**src/mpsm_pkg.sv**
```systemverilog
// constants and types shared by the module power state manager
package mpsm_pkg;

    localparam int unsigned CLK_PERIOD_NS = 100;

    // least hold time of a carrier button, rounded up to cycles
    localparam int unsigned BTN_MIN_MS      = 16;
    localparam int unsigned BTN_QUAL_CYCLES =
        (BTN_MIN_MS * 1000000 + CLK_PERIOD_NS - 1) / CLK_PERIOD_NS;
    localparam int unsigned QUAL_CNT_W      = 18;

    // suspend warning lead time before a low-power state
    localparam int unsigned WARN_US     = 10;
    localparam int unsigned WARN_CYCLES = (WARN_US * 1000 + CLK_PERIOD_NS - 1) / CLK_PERIOD_NS;
    localparam int unsigned WARN_CNT_W  = 7;
    localparam logic [WARN_CNT_W-1:0] WARN_LAST = WARN_CNT_W'(WARN_CYCLES - 1);

    // carrier reset pulse width
    localparam int unsigned RST_PULSE_US     = 100;
    localparam int unsigned RST_PULSE_CYCLES =
        (RST_PULSE_US * 1000 + CLK_PERIOD_NS - 1) / CLK_PERIOD_NS;
    localparam int unsigned RST_CNT_W        = 10;
    localparam logic [RST_CNT_W-1:0] RST_LOAD = RST_CNT_W'(RST_PULSE_CYCLES);

    // input qualifier lanes
    localparam int unsigned IN_PWR    = 0;
    localparam int unsigned IN_RST    = 1;
    localparam int unsigned IN_LID    = 2;
    localparam int unsigned IN_SLEEP  = 3;
    localparam int unsigned IN_PCIE   = 4;
    localparam int unsigned IN_GEN    = 5;
    localparam int unsigned IN_BAT    = 6;
    localparam int unsigned IN_OTEMP  = 7;
    localparam int unsigned IN_ALERT  = 8;
    localparam int unsigned IN_SUPPLY = 9;
    localparam int unsigned NUM_IN    = 10;

    typedef enum logic [2:0] {ST_ON, ST_WARN, ST_RAM, ST_DISK, ST_OFF} mpsm_state_t;
    typedef enum logic [1:0] {TGT_RAM, TGT_DISK, TGT_OFF} mpsm_target_t;

endpackage : mpsm_pkg

```
**src/mpsm_in_qual.sv**
```systemverilog
// two-stage synchroniser with stable-level qualifier and fall pulse
`timescale 1ns/1ps
module mpsm_in_qual #(
    parameter int unsigned QUAL_CYCLES = 1,
    parameter bit          RESET_LEVEL = 1'b1
) (
    input  wire logic clk,    // standby clock
    input  wire logic rst,    // async reset, active high
    input  wire logic pin_in, // raw pin level
    output logic      level,  // qualified level
    output logic      fall    // one-cycle pulse on qualified fall
);
    localparam int W = mpsm_pkg::QUAL_CNT_W;
    localparam logic [W-1:0] LAST = W'(QUAL_CYCLES - 1);

    logic         sync1_r;
    logic         sync2_r;
    logic         level_r;
    logic         fall_r;
    logic [W-1:0] cnt_r;

    wire differs = sync2_r != level_r;
    wire done    = cnt_r >= LAST;

    always_ff @(posedge clk or posedge rst)
    begin
        if (rst)
        begin
            sync1_r <= RESET_LEVEL;
            sync2_r <= RESET_LEVEL;
            level_r <= RESET_LEVEL;
            fall_r  <= 1'b0;
            cnt_r   <= '0;
        end
        else
        begin
            sync1_r <= pin_in;
            sync2_r <= sync1_r;
            fall_r  <= differs && done && level_r;
            if (differs && done)
                level_r <= sync2_r;
            cnt_r   <= (differs && !done) ? cnt_r + W'(1) : '0;
        end
    end

    assign level = level_r;
    assign fall  = fall_r;
endmodule : mpsm_in_qual

```
**src/mpsm_power_manager.sv**
```systemverilog
// power, reset and suspend-state sequencing toward the carrier board
//
// Overview of operation
// - power button falling edge leaves soft-off
// - reset button edge starts reset, never held
// - five causes drive carrier reset low
// - supply good high means good, low resets
// - suspend-imminent asserted before any low-power state except soft-off on processor thermal shutdown
// - suspend-to-RAM indicator low in that state
// - suspend-to-disk indicator low in that state
// - soft-off indicator low in soft-off
// - PCIe wake resumes from suspend-to-RAM or suspend-to-disk, not soft-off
// - general wake resumes from suspend-to-RAM or suspend-to-disk, not soft-off
// - battery low level reported as event
// - lid switch sampled, reported open or closed
// - sleep button reported, active in soft-off
// - low overtemp input means over-temperature
// - thermal trip low after processor thermal shutdown
// - management alert gives interrupt or wake
// - rapid-shutdown trigger ignored entirely
`timescale 1ns/1ps
module mpsm_power_manager #(
    parameter int unsigned BTN_QUAL_CYCLES = mpsm_pkg::BTN_QUAL_CYCLES
) (
    input  wire logic       CLOCK,                // standby clock, 10 MHz
    input  wire logic       SYS_RST,              // async reset, active high
    input  wire logic       POWER_BUTTON_N,       // power button, active low
    input  wire logic       RESET_BUTTON_N,       // reset button, active low
    input  wire logic       LID_SWITCH_N,         // lid closed when low
    input  wire logic       SLEEP_BUTTON_N,       // sleep button, active low
    input  wire logic       PCIE_WAKE_N,          // PCIe wake, active low
    input  wire logic       GENERAL_WAKE_N,       // general wake, active low
    input  wire logic       BATTERY_LOW_N,        // battery low, active low
    input  wire logic       OVERTEMP_IN_N,        // off-module sensor, active low
    input  wire logic       MGMT_BUS_ALERT_N,     // management bus alert, active low
    input  wire logic       SUPPLY_GOOD,          // main power valid, active high
    input  wire logic       RAPID_SHUTDOWN,       // unsupported trigger
    input  wire logic       MAIN_SUPPLY_LOW,      // main rail under minimum
    input  wire logic       WATCHDOG_TIMEOUT,     // watchdog expiry
    input  wire logic       SW_RESET_REQ,         // software reset request
    input  wire logic       SW_SLEEP_REQ,         // software sleep request
    input  wire logic [1:0] SW_SLEEP_TARGET,      // 0 ram, 1 disk, 2 soft-off
    input  wire logic       CPU_THERMAL_SHUTDOWN, // processor thermal shutdown
    output logic            CARRIER_RESET_OUT_N,  // carrier reset, active low
    output logic            SUSPEND_IMMINENT_N,   // suspend warning, active low
    output logic            SUSPEND_TO_RAM_N,     // suspend-to-RAM, active low
    output logic            SUSPEND_TO_DISK_N,    // suspend-to-disk, active low
    output logic            SOFT_OFF_N,           // soft-off, active low
    output logic            THERMAL_TRIP_OUT_N,   // thermal trip, active low
    output logic            LID_CLOSED,           // lid closed level
    output logic            OVERTEMP,             // over-temperature level
    output logic            BATTERY_LOW,          // battery low level
    output logic            BATTERY_LOW_EVENT,    // pulse on battery low onset
    output logic            POWER_BUTTON_EVENT,   // pulse, press while running
    output logic            SLEEP_BUTTON_EVENT,   // pulse, sleep press
    output logic            MGMT_SMI,             // pulse, alert while running
    output logic            WAKE_EVENT            // pulse, resume taken
);
    localparam int unsigned NI = mpsm_pkg::NUM_IN;
    localparam int unsigned RC = mpsm_pkg::RST_CNT_W;
    localparam int unsigned WC = mpsm_pkg::WARN_CNT_W;

    function automatic logic is_low(input mpsm_pkg::mpsm_state_t s);
        is_low = (s == mpsm_pkg::ST_RAM) || (s == mpsm_pkg::ST_DISK) ||
                 (s == mpsm_pkg::ST_OFF);
    endfunction : is_low

    function automatic logic is_running(input mpsm_pkg::mpsm_state_t s);
        is_running = (s == mpsm_pkg::ST_ON) || (s == mpsm_pkg::ST_WARN);
    endfunction : is_running

    // input qualification
    wire [NI-1:0] pin_vec = {SUPPLY_GOOD, MGMT_BUS_ALERT_N, OVERTEMP_IN_N, BATTERY_LOW_N,
                             GENERAL_WAKE_N, PCIE_WAKE_N, SLEEP_BUTTON_N, LID_SWITCH_N,
                             RESET_BUTTON_N, POWER_BUTTON_N};
    logic [NI-1:0] lvl;
    logic [NI-1:0] fall;

    genvar gi;
    generate
        for (gi = 0; gi < NI; gi++)
        begin : g_in
            // buttons and the lid switch need the long hold, the rest only synchronise
            mpsm_in_qual #(
                .QUAL_CYCLES (gi <= mpsm_pkg::IN_SLEEP ? BTN_QUAL_CYCLES : 1),
                .RESET_LEVEL (gi == mpsm_pkg::IN_SUPPLY ? 1'b0 : 1'b1)
            ) u_qual (
                .clk    (CLOCK),
                .rst    (SYS_RST),
                .pin_in (pin_vec[gi]),
                .level  (lvl[gi]),
                .fall   (fall[gi])
            );
        end
    endgenerate

    // RAPID_SHUTDOWN is deliberately left unconnected

    mpsm_pkg::mpsm_state_t  state_r;
    mpsm_pkg::mpsm_state_t  state_nxt;
    mpsm_pkg::mpsm_target_t tgt_r;
    logic [WC-1:0]          warn_cnt_r;
    logic [RC-1:0]          rst_cnt_r;
    logic [RC-1:0]          rst_cnt_nxt;
    logic                   trip_r;

    wire pwr_fall   = fall[mpsm_pkg::IN_PWR];
    wire rst_fall   = fall[mpsm_pkg::IN_RST];
    wire sleep_fall = fall[mpsm_pkg::IN_SLEEP];
    wire pcie_fall  = fall[mpsm_pkg::IN_PCIE];
    wire gen_fall   = fall[mpsm_pkg::IN_GEN];
    wire alert_fall = fall[mpsm_pkg::IN_ALERT];
    wire bat_fall   = fall[mpsm_pkg::IN_BAT];

    wire supply_ok  = lvl[mpsm_pkg::IN_SUPPLY] && !MAIN_SUPPLY_LOW;
    wire running    = is_running(state_r);
    wire in_low     = is_low(state_r);
    wire in_suspend = (state_r == mpsm_pkg::ST_RAM) || (state_r == mpsm_pkg::ST_DISK);
    wire tgt_valid  = SW_SLEEP_TARGET != 2'h3;
    wire sleep_go   = (state_r == mpsm_pkg::ST_ON) && SW_SLEEP_REQ && tgt_valid;
    wire warn_done  = (state_r == mpsm_pkg::ST_WARN) && (warn_cnt_r == mpsm_pkg::WARN_LAST);

    // resume sources; alert, sleep and power button stay live in soft-off
    wire wake_any   = in_low && (pwr_fall || sleep_fall || alert_fall ||
                      (in_suspend && (pcie_fall || gen_fall)));

    // reset causes; the button counts only on its edge, never its level
    wire rst_trig   = !supply_ok ||
                      ((state_r == mpsm_pkg::ST_ON) &&
                       (rst_fall || WATCHDOG_TIMEOUT || SW_RESET_REQ)) ||
                      (in_low && state_nxt == mpsm_pkg::ST_ON);

    always_comb
    begin
        state_nxt = state_r;
        case (state_r)
            mpsm_pkg::ST_ON:
                if (sleep_go)
                    state_nxt = mpsm_pkg::ST_WARN;
            mpsm_pkg::ST_WARN:
                if (warn_done)
                begin
                    case (tgt_r)
                        mpsm_pkg::TGT_RAM:  state_nxt = mpsm_pkg::ST_RAM;
                        mpsm_pkg::TGT_DISK: state_nxt = mpsm_pkg::ST_DISK;
                        default:            state_nxt = mpsm_pkg::ST_OFF;
                    endcase
                end
            mpsm_pkg::ST_RAM, mpsm_pkg::ST_DISK, mpsm_pkg::ST_OFF:
                if (wake_any)
                    state_nxt = mpsm_pkg::ST_ON;
            default:
                state_nxt = mpsm_pkg::ST_OFF;
        endcase
        // processor thermal shutdown drops straight to soft-off
        if (CPU_THERMAL_SHUTDOWN)
            state_nxt = mpsm_pkg::ST_OFF;
    end

    assign rst_cnt_nxt = rst_trig ? mpsm_pkg::RST_LOAD :
                         (rst_cnt_r != '0) ? rst_cnt_r - RC'(1) : '0;

    always_ff @(posedge CLOCK or posedge SYS_RST)
    begin
        if (SYS_RST)
        begin
            state_r    <= mpsm_pkg::ST_OFF;
            tgt_r      <= mpsm_pkg::TGT_OFF;
            warn_cnt_r <= '0;
            rst_cnt_r  <= '0;
            trip_r     <= 1'b0;
        end
        else
        begin
            state_r    <= state_nxt;
            if (sleep_go)
                tgt_r  <= mpsm_pkg::mpsm_target_t'(SW_SLEEP_TARGET);
            warn_cnt_r <= (state_r == mpsm_pkg::ST_WARN) ? warn_cnt_r + WC'(1) : '0;
            rst_cnt_r  <= rst_cnt_nxt;
            // set wins over the power-button clear
            trip_r     <= CPU_THERMAL_SHUTDOWN ||
                          (trip_r && !(pwr_fall && state_r == mpsm_pkg::ST_OFF));
        end
    end

    // registered pin outputs, all but the thermal trip derived from next state
    always_ff @(posedge CLOCK or posedge SYS_RST)
    begin
        if (SYS_RST)
        begin
            CARRIER_RESET_OUT_N <= 1'b0;
            SUSPEND_IMMINENT_N  <= 1'b0;
            SUSPEND_TO_RAM_N    <= 1'b0;
            SUSPEND_TO_DISK_N   <= 1'b0;
            SOFT_OFF_N          <= 1'b0;
            THERMAL_TRIP_OUT_N  <= 1'b1;
        end
        else
        begin
            CARRIER_RESET_OUT_N <= is_running(state_nxt) && (rst_cnt_nxt == '0);
            SUSPEND_IMMINENT_N  <= is_running(state_nxt) &&
                                   (state_nxt != mpsm_pkg::ST_WARN);
            SUSPEND_TO_RAM_N    <= !is_low(state_nxt);
            SUSPEND_TO_DISK_N   <= !((state_nxt == mpsm_pkg::ST_DISK) ||
                                     (state_nxt == mpsm_pkg::ST_OFF));
            SOFT_OFF_N          <= state_nxt != mpsm_pkg::ST_OFF;
            THERMAL_TRIP_OUT_N  <= !(CPU_THERMAL_SHUTDOWN || (trip_r &&
                                   !(pwr_fall && state_r == mpsm_pkg::ST_OFF)));
        end
    end

    // status levels and event pulses toward power management software
    always_ff @(posedge CLOCK or posedge SYS_RST)
    begin
        if (SYS_RST)
        begin
            LID_CLOSED         <= 1'b0;
            OVERTEMP           <= 1'b0;
            BATTERY_LOW        <= 1'b0;
            BATTERY_LOW_EVENT  <= 1'b0;
            POWER_BUTTON_EVENT <= 1'b0;
            SLEEP_BUTTON_EVENT <= 1'b0;
            MGMT_SMI           <= 1'b0;
            WAKE_EVENT         <= 1'b0;
        end
        else
        begin
            LID_CLOSED         <= !lvl[mpsm_pkg::IN_LID];
            OVERTEMP           <= !lvl[mpsm_pkg::IN_OTEMP];
            BATTERY_LOW        <= !lvl[mpsm_pkg::IN_BAT];
            BATTERY_LOW_EVENT  <= bat_fall;
            POWER_BUTTON_EVENT <= running && pwr_fall;
            SLEEP_BUTTON_EVENT <= sleep_fall;
            MGMT_SMI           <= running && alert_fall;
            WAKE_EVENT         <= wake_any && !CPU_THERMAL_SHUTDOWN;
        end
    end
endmodule : mpsm_power_manager

```
**config.mk**
```make
export PLATFORM = sky130hd
export DESIGN_NAME = mpsm_power_manager
export DESIGN_NICKNAME = d
export VERILOG_FILES = /design/src/mpsm_pkg.sv /design/src/mpsm_in_qual.sv /design/src/mpsm_power_manager.sv
export SDC_FILE = /design/constraint.sdc
export NUM_CORES = 1
export LEC_CHECK = 0
export BUFFER_PORTS_ARGS = -buffer_cell sky130_fd_sc_hd__buf_2
export CAP_MARGIN = 30
export CELL_PAD_IN_SITES_DETAIL_PLACEMENT = 0
export CELL_PAD_IN_SITES_GLOBAL_PLACEMENT = 2
export CORE_AREA = 8 8 133 135
export DETAILED_ROUTE_END_ITERATION = 12
export DIE_AREA = 0 0 141 143
export GPL_TIMING_DRIVEN = 0
export HOLD_SLACK_MARGIN = 0.08
export PLACE_DENSITY = 0.81
export SLEW_MARGIN = 20
export SYNTH_ARGS = -nofsm -noshare
export SYNTH_HDL_FRONTEND = slang
export SYNTH_SLANG_ARGS = --single-unit
```
**constraint.sdc**
```tcl
create_clock -name CLOCK -period 5.3 [get_ports CLOCK]
set_input_delay 0.53 -clock CLOCK [delete_from_list [all_inputs] [get_ports CLOCK]]
set_output_delay 0.53 -clock CLOCK [all_outputs]
set_load 0.03 [all_outputs]
```
# Yosys cells after proc, flatten, opt, wreduce, memory -nomap -nowiden
# Index checks and enable logic that the tools add are counted.
dict set report totals {
  wordCells 214
  ff_bits 254
}
dict set report classes {
  n_mux 19
  n_addsub 12
  magnitude_cmp 10
  n_reduce_logical 84
  eq_ne 23
}
# op n
set op_table {}
lappend op_table {{$add 18x1->18 const B} 10}
lappend op_table {{$mux 18} 10}
lappend op_table {{$ge 18x1->1 const B} 6}
lappend op_table {{$ge 18x18->1 const B} 4}
lappend op_table {{$logic_and 1x1->1} 42}
lappend op_table {{$logic_not 1->1} 20}
lappend op_table {{$mux 10} 2}
lappend op_table {{$logic_or 1x1->1} 16}
lappend op_table {{$eq 3x2->1 const B} 4}
lappend op_table {{$mux 3} 4}
lappend op_table {{$logic_not 10->1} 1}
lappend op_table {{$ne 1x1->1} 10}
lappend op_table {{$reduce_bool 10->1} 1}
lappend op_table {{$sub 10x1->10 const B} 1}
lappend op_table {{$pmux 3 s3} 1}
lappend op_table {{$add 7x1->7 const B} 1}
lappend op_table {{$eq 7x7->1 const B} 1}
lappend op_table {{$mux 7} 1}
lappend op_table {{$eq 3x1->1 const B} 2}
lappend op_table {{$eq 3x3->1 const B} 2}
lappend op_table {{$logic_not 3->1} 2}
lappend op_table {{$pmux 3 s2} 1}
lappend op_table {{$ne 3x1->1 const B} 1}
lappend op_table {{$ne 3x3->1 const B} 1}
lappend op_table {{other kinds (4)} 4}

# Longest topological paths before layout
# Gate-level depths: netlist of the first run.
dict set report logic_depth {
  depth_word 14
  ltp_mapped 8
  mapped_depth_nobuf 7
}

# Modules after synthesis
# Synthesis of the first run repeated with hierarchy kept, for this count alone.
dict set report unflattened {
  cells_unflattened 617
  hier_area_um2 7038.0
}
# mod n_inst seq_area_each_um2 area_each_um2 cells_each
set modules_own_cells {}
lappend modules_own_cells {{mpsm_in_qual (g_in[0].u_qual ...)} 4 554.3 1127.3 103}
lappend modules_own_cells {mpsm_power_manager 1 929.6 1699.1 157}
lappend modules_own_cells {{mpsm_in_qual (g_in[4].u_qual ...)} 5 103.8 138.9 8}
lappend modules_own_cells {{mpsm_in_qual (g_in[9].u_qual)} 1 100.1 135.1 8}

# Worst setup path before layout of the first run
# No wires, ideal clock.
dict set report synth_path {
  kind {reg-to-reg}
  from {register warn_cnt_r[0]}
  to {register rst_cnt_r[2]}
  setup_ns 0.130
  setup_slack_ns 3.280
  path_stages_with_launch 8
  arrival_ns 1.889
  path_buffers 1
  path_cell_list {dfrtp_1 ha_1 nor4bb_2 and4_1 a221o_1 o31ai_2 buf_6 nor3_1}
}
dict set report synth_via {
  elab_chain_len 9
}
# item line_no
set synth_lines {}
lappend synth_lines {{start, declared} mpsm_power_manager.sv:102} ;# logic [WC-1:0] warn_cnt_r;
lappend synth_lines {{start signal, assigned} mpsm_power_manager.sv:178} ;# warn_cnt_r <= (state_r == mpsm_pkg::ST_WARN) ? warn_cnt_r + WC'(1) : '0;
lappend synth_lines {{$eq 7x7->1} mpsm_power_manager.sv:121} ;# wire warn_done = (state_r == mpsm_pkg::ST_WARN) && (warn_cnt_r == mpsm_pkg::WARN_LAST);
lappend synth_lines {{$logic_and 1x1->1} mpsm_power_manager.sv:121}
lappend synth_lines {{$mux 3} mpsm_power_manager.sv:141} ;# if (warn_done)
lappend synth_lines {{$pmux 3 s3} mpsm_power_manager.sv:136} ;# case (state_r)
lappend synth_lines {{$mux 3} mpsm_power_manager.sv:156} ;# if (CPU_THERMAL_SHUTDOWN)
lappend synth_lines {{net state_nxt[2]} mpsm_power_manager.sv:100} ;# mpsm_pkg::mpsm_state_t state_nxt;
lappend synth_lines {{$logic_not 3->1} mpsm_power_manager.sv:131} ;# (in_low && state_nxt == mpsm_pkg::ST_ON);
lappend synth_lines {{$logic_and 1x1->1} mpsm_power_manager.sv:131}
lappend synth_lines {{$logic_or 1x1->1} mpsm_power_manager.sv:130} ;# (rst_fall || WATCHDOG_TIMEOUT || SW_RESET_REQ)) ||
lappend synth_lines {{$mux 10} mpsm_power_manager.sv:160} ;# assign rst_cnt_nxt = rst_trig ? mpsm_pkg::RST_LOAD :
lappend synth_lines {{net rst_cnt_nxt[2]} mpsm_power_manager.sv:104} ;# logic [RC-1:0] rst_cnt_nxt;
lappend synth_lines {{end signal, assigned} mpsm_power_manager.sv:179} ;# rst_cnt_r <= rst_cnt_nxt;
lappend synth_lines {{end, declared} mpsm_power_manager.sv:103} ;# logic [RC-1:0] rst_cnt_r;
# The timed path passes the listed nets, and every way through them passes these cells.
# A chain may end at the register's enable or synchronous reset.

# Worst setup path after layout of the first run
dict set report layout_path {
  from {register rst_cnt_r[0]}
  to {register CARRIER_RESET_OUT_N}
}
dict set report layout_via {
  elab_chain_len 5
  elab_cells_between_ends 6
  cone_classes {1 x add/sub; 2 x mux; 3 x reduce/logical}
}
# item line_no
set layout_lines {}
lappend layout_lines {{$sub 10x1->10 or $reduce_bool 10->1 (tied branches)} mpsm_power_manager.sv:161} ;# (rst_cnt_r != '0) ? rst_cnt_r - RC'(1) : '0;
lappend layout_lines {{$mux 10 *} mpsm_power_manager.sv:161}
lappend layout_lines {{$mux 10 *} mpsm_power_manager.sv:160}
lappend layout_lines {{$logic_not 10->1 *} mpsm_power_manager.sv:200} ;# CARRIER_RESET_OUT_N <= is_running(state_nxt) && (rst_cnt_nxt == '0);
lappend layout_lines {{$logic_and 1x1->1 *} mpsm_power_manager.sv:200}
lappend layout_lines {{end signal, assigned} mpsm_power_manager.sv:200}
lappend layout_lines {{end, declared} mpsm_power_manager.sv:44} ;# output logic CARRIER_RESET_OUT_N,
# Mark *: on every way between the ends. The rest lies on a longest branch, timed or not.

==> impl_results.md, run 1 <==
* Period Utilization, post-route at 43.13%
* Clock sink count at 146
* Syn-to-layout area delta at 17.37%
* Port-buffer cells at 32
* Prevailing post-synth register cell: dfrtp_1
* Routability cong. at 0.7784
* Syn nets at 588
* Setup TNS at 0 ns
* Average cell area after synthesis at 11.14 sq um
* Cells after Synth at 558
* Kind of critical path: reg2reg
* Gr usage total at 12.31%
* Power, Total at 2719 uW
* TritonCTS Buffers at 17
* Start point of the critical path: rst_cnt_r[0]$_DFF_PP0_
* Via count of the first global-routing pass at 4121
* VDD IR max at 0.1886 mV
* Worst Path Arrival at 2.61 ns
* Final ANT Viol Nets at 0
* # DRC at 0
* Number of H-tree levels at 4
* Initial antenna violation count at 0
* Top-Level Pins at 34
* Cell Rows at 46
* Clk Tree Root Cell: clkbuf_16
* R2r worst-path depth at 7
* Most common cell after layout, fill and taps aside: dfrtp_1
* RR Startpoint: rst_cnt_r[0]$_DFF_PP0_
* Die ar. at 20160 sq um
* Post-CTS resize count at 0
* FMAX at 437.4 MHz
* Worst-Margin Slew at 0.6464 ns
* Max-slew headroom at 56.81%
* Critical path endpoint category: register
* Max Buffers Root-to-Sink at 2
* P_leak at 0.003224 uW
* Clock transition at path regs at 0.06 ns
* Syn. warnings at 0
* Largest net degree at the start of global routing at 101
* N_diodes at 0
* Synthesized cell area at 6215 sq um
* Fin. Hold Viols at 0
* Synth cell types at 56
* Max Slew Vio Count at 0
* CP endpoint: CARRIER_RESET_OUT_N$_DFF_PP0_
* Critical Path RT at 5.62 ns
* Drt total wl at 11270 um
* Pre-CTS setup slack at 2.968 ns
* Min-Delay Path Class: in2async
* Grt total ovfl at 0
* CTS Hold Bufs at 0
* Post-CTS setup buffer count at 0
* Final min period at 2.286 ns
* Worst setup SP type: register
* Layout net count at 640
* Final WS setup at 3.014 ns
* Number of synthesized register bits at 146
* Clock Skew at 0.008716 ns
* Clock Latency Late Sink at 0.42 ns
* DRT Pass-1 Iters at 4
* Crit-path max cell delay at 0.57 ns
* Asr flop ratio synth at 100.0%
* Fill count at 1468
* First-pass GRT wire length at 19820 um
* RSZ-0062 raised after global routing: false
* Die width at 141 um
* Most frequent cells in the layout: dfrtp_1, nor2_1, xor2_1
* Cell Pwr Density at 372.7 nW/um^2
* Hold_ws at 0.09844 ns
* CTS tree: done
* Detailed Place HPWL at 7710 um
* R2r setup slk at 3.01 ns
* Crit-path max FO at 6
* CP max stage cell: nor3b_1
* Sequential fraction of the synthesis area at 59.39%
* Layout cells sized above 1 at 17.98%
* Die Y at 143 um
* Max-cap violations at 0
* Crit-path cells: inv_1 -> ha_1 -> nor3b_1 -> nand2_1 -> nor2_1 -> mux2_2 -> nor4_2
* Number of synthesized flops with an enable pin at 0
* Vias/cell at 4.851
* Outcome: completed
* Core ar. at 15600 sq um
* Initial Utilization at 39.84%
* DR iter-0 viols at 232
* Critical R2R Capture: CARRIER_RESET_OUT_N$_DFF_PP0_
* Routed via count at 4070
* Avg WL per Cell at 13.43 um
* Final setup fails at 0
-- synth_stat cells (4+ instances only) --
cell     count  area share [%]
dfrtp_1    116              47
nor3b_1      7            0.85
xor2_1      38             5.4
a21oi_1      4            0.32
ha_1        10             2.0
xnor2_1     36             5.1
inv_1       22             1.3
dfstp_2     30              13
nor2_1     101             6.1
nand3_1     32             2.6
o21ai_0      8            0.64
nor3_1      20             1.6
and3_1      13             1.3
nor4_1       6            0.60
nor2b_1      4            0.40
buf_2        5            0.40
nand4_1     13             1.3
nand2_1     27             1.6
-- how the worst min path moves through the flow --
stage                                                    to  cells past startpoint  slack [ns]                             start
final                     g_in[2].u_qual.cnt_r[1]$_DFF_PP0_                      2         0.1                           SYS_RST
after global routing      g_in[2].u_qual.cnt_r[0]$_DFF_PP0_                      2        0.12                           SYS_RST
after CTS                 g_in[2].u_qual.cnt_r[5]$_DFF_PP0_                      2        0.10                           SYS_RST
after global placement          BATTERY_LOW_EVENT$_DFF_PP0_                      0        0.33     g_in[6].u_qual.fall$_DFF_PP0_
after floorplan                 BATTERY_LOW_EVENT$_DFF_PP0_                      0        0.33     g_in[6].u_qual.fall$_DFF_PP0_
after detailed placement   g_in[8].u_qual.sync2_r$_DFF_PP1_                      0        0.35  g_in[8].u_qual.sync1_r$_DFF_PP1_
-- report_power, final --
| group | internal (uW) | switching (uW) | total [uW] |
|---|---|---|---|
| Sequential | 1210 | 42.4 | 1250 |
| Combinational | 86.4 | 153 | 239 |
| Clock | 786 | 444 | 1230 |
-- area by class of cell --
type                    instances  area [sq um]  area share, %
well taps                     216         270.3          3.705
clock buffers                  22         484.2          6.638
multi-input cells             379          2379          32.61
inverters                      22         90.09          1.235
plain buffers                  11         62.56         0.8576
flip-flops and latches        146          3691          50.60
repair buffers                 33         187.7          2.573
clock inverters                10         130.1          1.784
-- cells by family (layout without fill, tap and decap cells) --
| kind of cell | Yosys count | in the layout | share of synthesized area [%] |
|---|---|---|---|
| DFF | 146 | 146 | 59.39 |
| adders and majority gates | 10 | 10 | 2.013 |
| xor gates and xnor gates | 74 | 74 | 10.43 |
| and+or+nand+nor | 246 | 246 | 19.37 |
| muxes | 6 | 6 | 1.047 |
| AOI/OAI and AO/OA | 43 | 43 | 5.416 |
| buffers and inverters | 33 | 98 | 2.335 |
-- registers in the layout, summed over array words and instances (netlist names), 2 cells and up --
signal,cells
g_in.u_qual.cnt_r,72
g_in.u_qual.level,10
g_in.u_qual.sync1_r,10
g_in.u_qual.sync2_r,10
rst_cnt_r,10
g_in.u_qual.fall,7
warn_cnt_r,7
state_r,3
tgt_r,2
-- through the flow --
step	instances	utilization, %	area [sq um]
finish	839	46.77	7295
floorplan	558	-	6215
CTS	839	46.77	7295
detailed placement	807	42.83	6680
global route	839	46.77	7295
global placement	806	42.60	6645
-- layer usage --
metal	GRT usage [%]	vias to the layer above	share of wire, %
li1	-	1996	-
met1	15.68	2010	48
met2	18.53	50	45
met3	4.374	14	4.8
met4	5.430	0	1.6
met5	0	-	0
-- critical path: cells and delay by family (launching register included) --
kind                     cells  cell delay (ns)
multiplexers                 1             0.36
adder cells (fa/ha/maj)      1             0.21
buffers and inverters        1             0.08
AND/OR/NAND/NOR              4             1.11
flip-flops                   1             0.43
Power figures use the tool's default switching activity.
==> run 2, diff against run 1 <==
Clock period 5.3 ns to 2.35 ns, I/O delays scaled along.
==> run 2 against run 1 <==
  * Hold slack improved by 0.0095 ns
  * First-iteration DRC count fell by 9.1%
  * Sequential power increased by 130%
  * Fmax is 3.3% higher
  * Flip-flop and latch count did not move
  * Die area is the same
  * Critical endpoint is now rst_cnt_r[5]$_DFF_PP0_
  * Largest cell class unchanged
  * Largest power group unchanged
==> impl_results.md, run 2 (synthesis gave the netlist of run 1 again) <==
* Cell Pwr Density at 811.5 nW/um^2
* Max Buffers Root-to-Sink at 2
* Avg WL per Cell at 13.18 um
* DRT Pass-1 Iters at 6
* Die Y at 143 um
* Die width at 141 um
* N_diodes at 0
* Clock transition at path regs at 0.06 ns
* Largest net degree at the start of global routing at 33
* Most common cell after layout, fill and taps aside: dfrtp_1
* Clock Latency Late Sink at 0.41 ns
* Clock Skew at 0.007044 ns
* Die ar. at 20160 sq um
* Detailed Place HPWL at 7905 um
* Kind of critical path: reg2reg
* VDD IR max at 0.5914 mV
* Fraction of power spent switching nets at 24.09%
* Fin. Hold Viols at 0
* Max reg flops at 72
* Grt total ovfl at 0
* RSZ-0062 raised after global routing: false
* Gr usage total at 12.13%
* Syn-to-layout area delta at 20.62%
* Psw at 1465 uW
* Min-Delay Path Class: in2reg
* CTS tree: done
* Vias/cell at 4.821
* Final ANT Viol Nets at 0
* Period Utilization, post-route at 94.14%
* Crit-path max FO at 10
* Port-buffer cells at 32
* # DRC at 0
* Critical Path RT at 2.68 ns
* Top-Level Pins at 34
* Clock sink count at 146
* Number of H-tree levels at 4
* Hold_ws at 0.1079 ns
* P_leak at 0.003284 uW
* DR iter-0 viols at 211
* Cell Rows at 46
* Critical path endpoint category: register
* Largest Register: g_in.u_qual.cnt_r
* Core ar. at 15600 sq um
* Clock network power share at 44.3%
* FMAX at 452.0 MHz
* Worst-Margin Slew at 0.6609 ns
* Final WS setup at 0.1377 ns
* Via count of the first global-routing pass at 4128
* Routability cong. at 0.7474
* TritonCTS Buffers at 17
* Share of total power in sequential cells at 46.4%
* Max-slew headroom at 55.53%
* Pint at 4617 uW
* Logic pwr share at 9.3%
* Final setup fails at 0
* Pre-CTS setup slack at 0.1127 ns
* Initial antenna violation count at 0
* Post-CTS setup buffer count at 0
* Finished Layout Cells at 854
* Outcome: completed
* Worst setup SP type: register
* Worst Path Arrival at 2.54 ns
* Fin util at 48.06%
* Most frequent cells in the layout: dfrtp_1, nor2_1, xor2_1
* Routed via count at 4117
* Layout cells sized above 1 at 18.03%
* Max-cap violations at 0
* Layout net count at 655
* DP Cell Count at 811
* Clk Tree Root Cell: clkbuf_16
* First-pass GRT wire length at 19550 um
* Initial Utilization at 39.84%
* Drt total wl at 11260 um
* Final min period at 2.212 ns
* Max Slew Vio Count at 0
-- run 2: cell count changes in the layout (fill, tap and decap cells not counted), moves of 2 or more --
cell           delta
buf_12            +3
clkbuf_8          -4
clkinv_2          -3
clkinvlp_4        +3
dlygate4sd3_1    +12
inv_6             +2
-- run 2: final cells by class --
type / count / area [sq um]
clock inverter: 12 / 156.4
buffer: 10 / 58.81
sequential: 146 / 3691
tap: 216 / 270.3
clock buffer: 20 / 436.7
fill: 1422 / 8102
inverter: 22 / 86.33
multi-input combinational: 379 / 2401
timing repair buffer: 49 / 395.4
-- run 2: critical path: stages, from the launching register on --
cell      delay [ns]
dfrtp_1         0.39
ha_1            0.25
nor4bb_4        0.17
and4_1          0.24
a221o_1         0.46
o31ai_2         0.32
buf_6           0.18
o21bai_1        0.12
-- run 2: metal layers --
layer  global-route usage, %  vias up  wire [um]
met4                   4.864        0        124
met1                   15.47     2025       5404
met5                       0        -          0
met3                   3.940       12        446
li1                        -     2023          -
met2                   18.76       57       5283
-- run 2: final timing paths --
| path | start | depth (start not counted) | slack [ns] | endpoint |
|---|---|---|---|---|
| worst min register to register | g_in[2].u_qual.sync1_r$_DFF_PP1_ | 0 | 0.35 | g_in[2].u_qual.sync2_r$_DFF_PP1_ |
| min in group asynchronous | SYS_RST | 3 | 0.39 | g_in[2].u_qual.cnt_r[5]$_DFF_PP0_ |
| worst max-delay path | warn_cnt_r[0]$_DFF_PP0_ | 7 | 0.14 | rst_cnt_r[5]$_DFF_PP0_ |
| worst min-delay path | SW_SLEEP_TARGET[0] | 2 | 0.11 | tgt_r[0]$_DFFE_PP0P_ |
| worst max register to register | warn_cnt_r[0]$_DFF_PP0_ | 7 | 0.14 | rst_cnt_r[5]$_DFF_PP0_ |
| max in group asynchronous | SYS_RST | 5 | 1.19 | g_in[5].u_qual.level$_DFFE_PP1P_ |
-- run 2: power groups by stage --
| stage | Sequential [uW] | Combinational, uW | Clock [uW] |
|---|---|---|---|
| global placement | 2860 | 529 | 0 |
| global route | 2840 | 643 | 2880 |
| detailed placement | 2860 | 564 | 0 |
| finish | 2820 | 568 | 2690 |
| CTS | 2820 | 583 | 2780 |
| floorplan | 2910 | 317 | 0 |
-- run 2: per-stage QoR --
step / power [uW] / instance area (sq um) / TNS (ns)
final: 6083 / 7496 / 0
after global routing: 6369 / 7496 / 0
after CTS: 6186 / 7477 / 0
after detailed placement: 3426 / 6764 / 0
after global placement: 3388 / 6649 / -65.03
after floorplan: 3231 / 6218 / 0
-- run 2: repair_timing --
item / 4_1_cts / 5_1_grt
hold buffers: 12 / 0
hold endpoints to repair: 20 / 0
gates resized for setup: 0 / 3
endpoints found under the setup margin: 0 / 9
==> run 3, diff against run 2 <==
Settings changed: GPL_TIMING_DRIVEN 0 to 1.
==> run 3 against run 2 <==
  * Final cell count decreased by 0.35%
  * Worst setup slack improved by 0.017 ns
  * Final area decreased by 0.23%
  * Utilization decreased by 0.11 points
  * Non-clock buffer count decreased by 3
  * Hold slack improved by 0.016 ns
  * Critical path depth unchanged
  * Clock skew decreased by 0.00085 ns
  * Routed wire length about the same
  * Sequential power about the same
  * Fmax increased by 0.77%
  * Clock power increased by 6%
==> impl_results.md, run 3 (synthesis gave the netlist of run 1 again) <==
* R2r worst-path depth at 7
* Clock Latency Late Sink at 0.41 ns
* Syn-to-layout area delta at 20.33%
* Area of the multi-input gates at 2396 sq um
* Final min period at 2.195 ns
* Largest Register: g_in.u_qual.cnt_r
* Max-cap violations at 0
* R2r setup slk at 0.15 ns
* Port-buffer cells at 32
* Max reg flops at 72
* Critical path endpoint category: register
* Register Area at 3691 sq um
* Final WS setup at 0.1546 ns
* Crit-path cells: ha_1 -> nor4bb_4 -> and4_1 -> a221o_1 -> o31ai_4 -> clkdlybuf4s15_2 -> nor3_1
* Avg WL per Cell at 13.23 um
* VDD IR max at 0.6311 mV
* Cell Rows at 46
* Min-Delay Path Class: in2reg
* Fin. Hold Viols at 0
* Vias/cell at 4.778
* Setup TNS at 0 ns
* DRT Pass-1 Iters at 4
* Routed via count at 4066
* HP Start: SW_SLEEP_TARGET[0]
* P_leak at 0.003291 uW
* Die Y at 143 um
* Hold path cells at 2
* Outcome: completed
* Kind of critical path: reg2reg
* Initial Utilization at 39.84%
* Fill count at 1414
* Layout net count at 652
* CP max stage cell: a221o_1
* Most common cell after layout, fill and taps aside: dfrtp_1
* Hold Path Sink: tgt_r[0]$_DFFE_PP0P_
* Start point of the critical path: warn_cnt_r[0]$_DFF_PP0_
* Max-slew headroom at 52.24%
* RR Startpoint: warn_cnt_r[0]$_DFF_PP0_
* Clock transition at path regs at 0.06 ns
* Drt total wl at 11260 um
* Crit-path max FO at 5
* TritonCTS Buffers at 17
* Initial antenna violation count at 0
* Grt total ovfl at 0
* Max Slew Vio Count at 0
* # DRC at 0
* Die ar. at 20160 sq um
* Final setup fails at 0
* Worst-Margin Slew at 0.7148 ns
* CTS tree: done
* Max Buffers Root-to-Sink at 2
* Final ANT Viol Nets at 0
* Layout cells sized above 1 at 18.27%
* Worst setup SP type: register
* Most frequent cells in the layout: dfrtp_1, nor2_1, xor2_1
* Gr usage total at 12.39%
* FMAX at 455.5 MHz
* Detailed Place HPWL at 7609 um
* Top-Level Pins at 34
* Critical R2R Capture: rst_cnt_r[1]$_DFF_PP0_
* Via count of the first global-routing pass at 4135
* Pre-CTS setup slack at 0.1879 ns
* Critical Path RT at 2.64 ns
* Largest net degree at the start of global routing at 53
* Die width at 141 um
* Period Utilization, post-route at 93.42%
* DR iter-0 viols at 199
* Clock Skew at 0.006197 ns
* Clk Tree Root Cell: clkbuf_16
* Worst Path Arrival at 2.48 ns
* First-pass GRT wire length at 20000 um
* Number of H-tree levels at 4
* N_diodes at 0
* Routability cong. at 0.7472
* Cell Pwr Density at 836.4 nW/um^2
* RSZ-0062 raised after global routing: false
* Crit-path max cell delay at 0.41 ns
* Clock sink count at 146
* Core ar. at 15600 sq um
-- run 3: power by group --
group | switching (uW) | total [uW] | internal [uW]
logic | 340 | 560 | 219
registers | 108 | 2830 | 2720
clock network | 1030 | 2860 | 1840
-- run 3: layout make-up --
cell class                      instances  area share [%]
Clock inverter                         12           2.393
Multi-Input combinational cell        379           32.04
Inverter                               22           1.154
Sequential cell                       146           49.36
Timing Repair Buffer                   56           5.337
Tap cell                              216           3.614
Clock buffer                           20           6.107
-- run 3: stage by stage --
step	cells	util, %	power, uW	instance area, sq um	hold WS, ns
floorplan	558	-	3231	6218	0.2395
global placement	805	42.87	3397	6686	0.3393
detailed placement	805	42.87	3414	6686	0.3371
CTS	849	47.71	6354	7442	0.1008
global route	851	47.95	6577	7478	0.1082
finish	851	47.95	6255	7478	0.1241
-- run 3: worst max-delay path, delay by kind of cell, from the launching register on --
family | cells | cell delay (ns)
AO/OA/AOI/OAI | 2 | 0.68
flip-flops | 1 | 0.39
buffers and inverters | 1 | 0.29
AND/OR/NAND/NOR | 3 | 0.47
adder cells (fa/ha/maj) | 1 | 0.24
-- run 3: how the worst max path moves through the flow --
stage,end,slack [ns]
floorplan,BATTERY_LOW$_DFF_PP0_,0.31
global placement,rst_cnt_r[4]$_DFF_PP0_,0.21
detailed placement,rst_cnt_r[5]$_DFF_PP0_,0.19
CTS,rst_cnt_r[5]$_DFF_PP0_,0.18
global route,rst_cnt_r[1]$_DFF_PP0_,0.03
finish,rst_cnt_r[1]$_DFF_PP0_,0.15
-- run 3: timing repair --
action,4_1_cts,5_1_grt
buffers inserted,0,1
endpoints found under the hold margin,28,0
hold buffers,12,0
endpoints found under the setup margin,0,4
gates resized for setup,0,2
-- run 3: layer usage --
metal | routed length, um | global-route usage [%] | vias to the layer above
met1 | 5418 | 16.05 | 1983
li1 | - | - | 2020
met2 | 5269 | 19.04 | 54
met4 | 131 | 4.186 | 0
met5 | 0 | 0 | -
met3 | 441 | 4.240 | 9
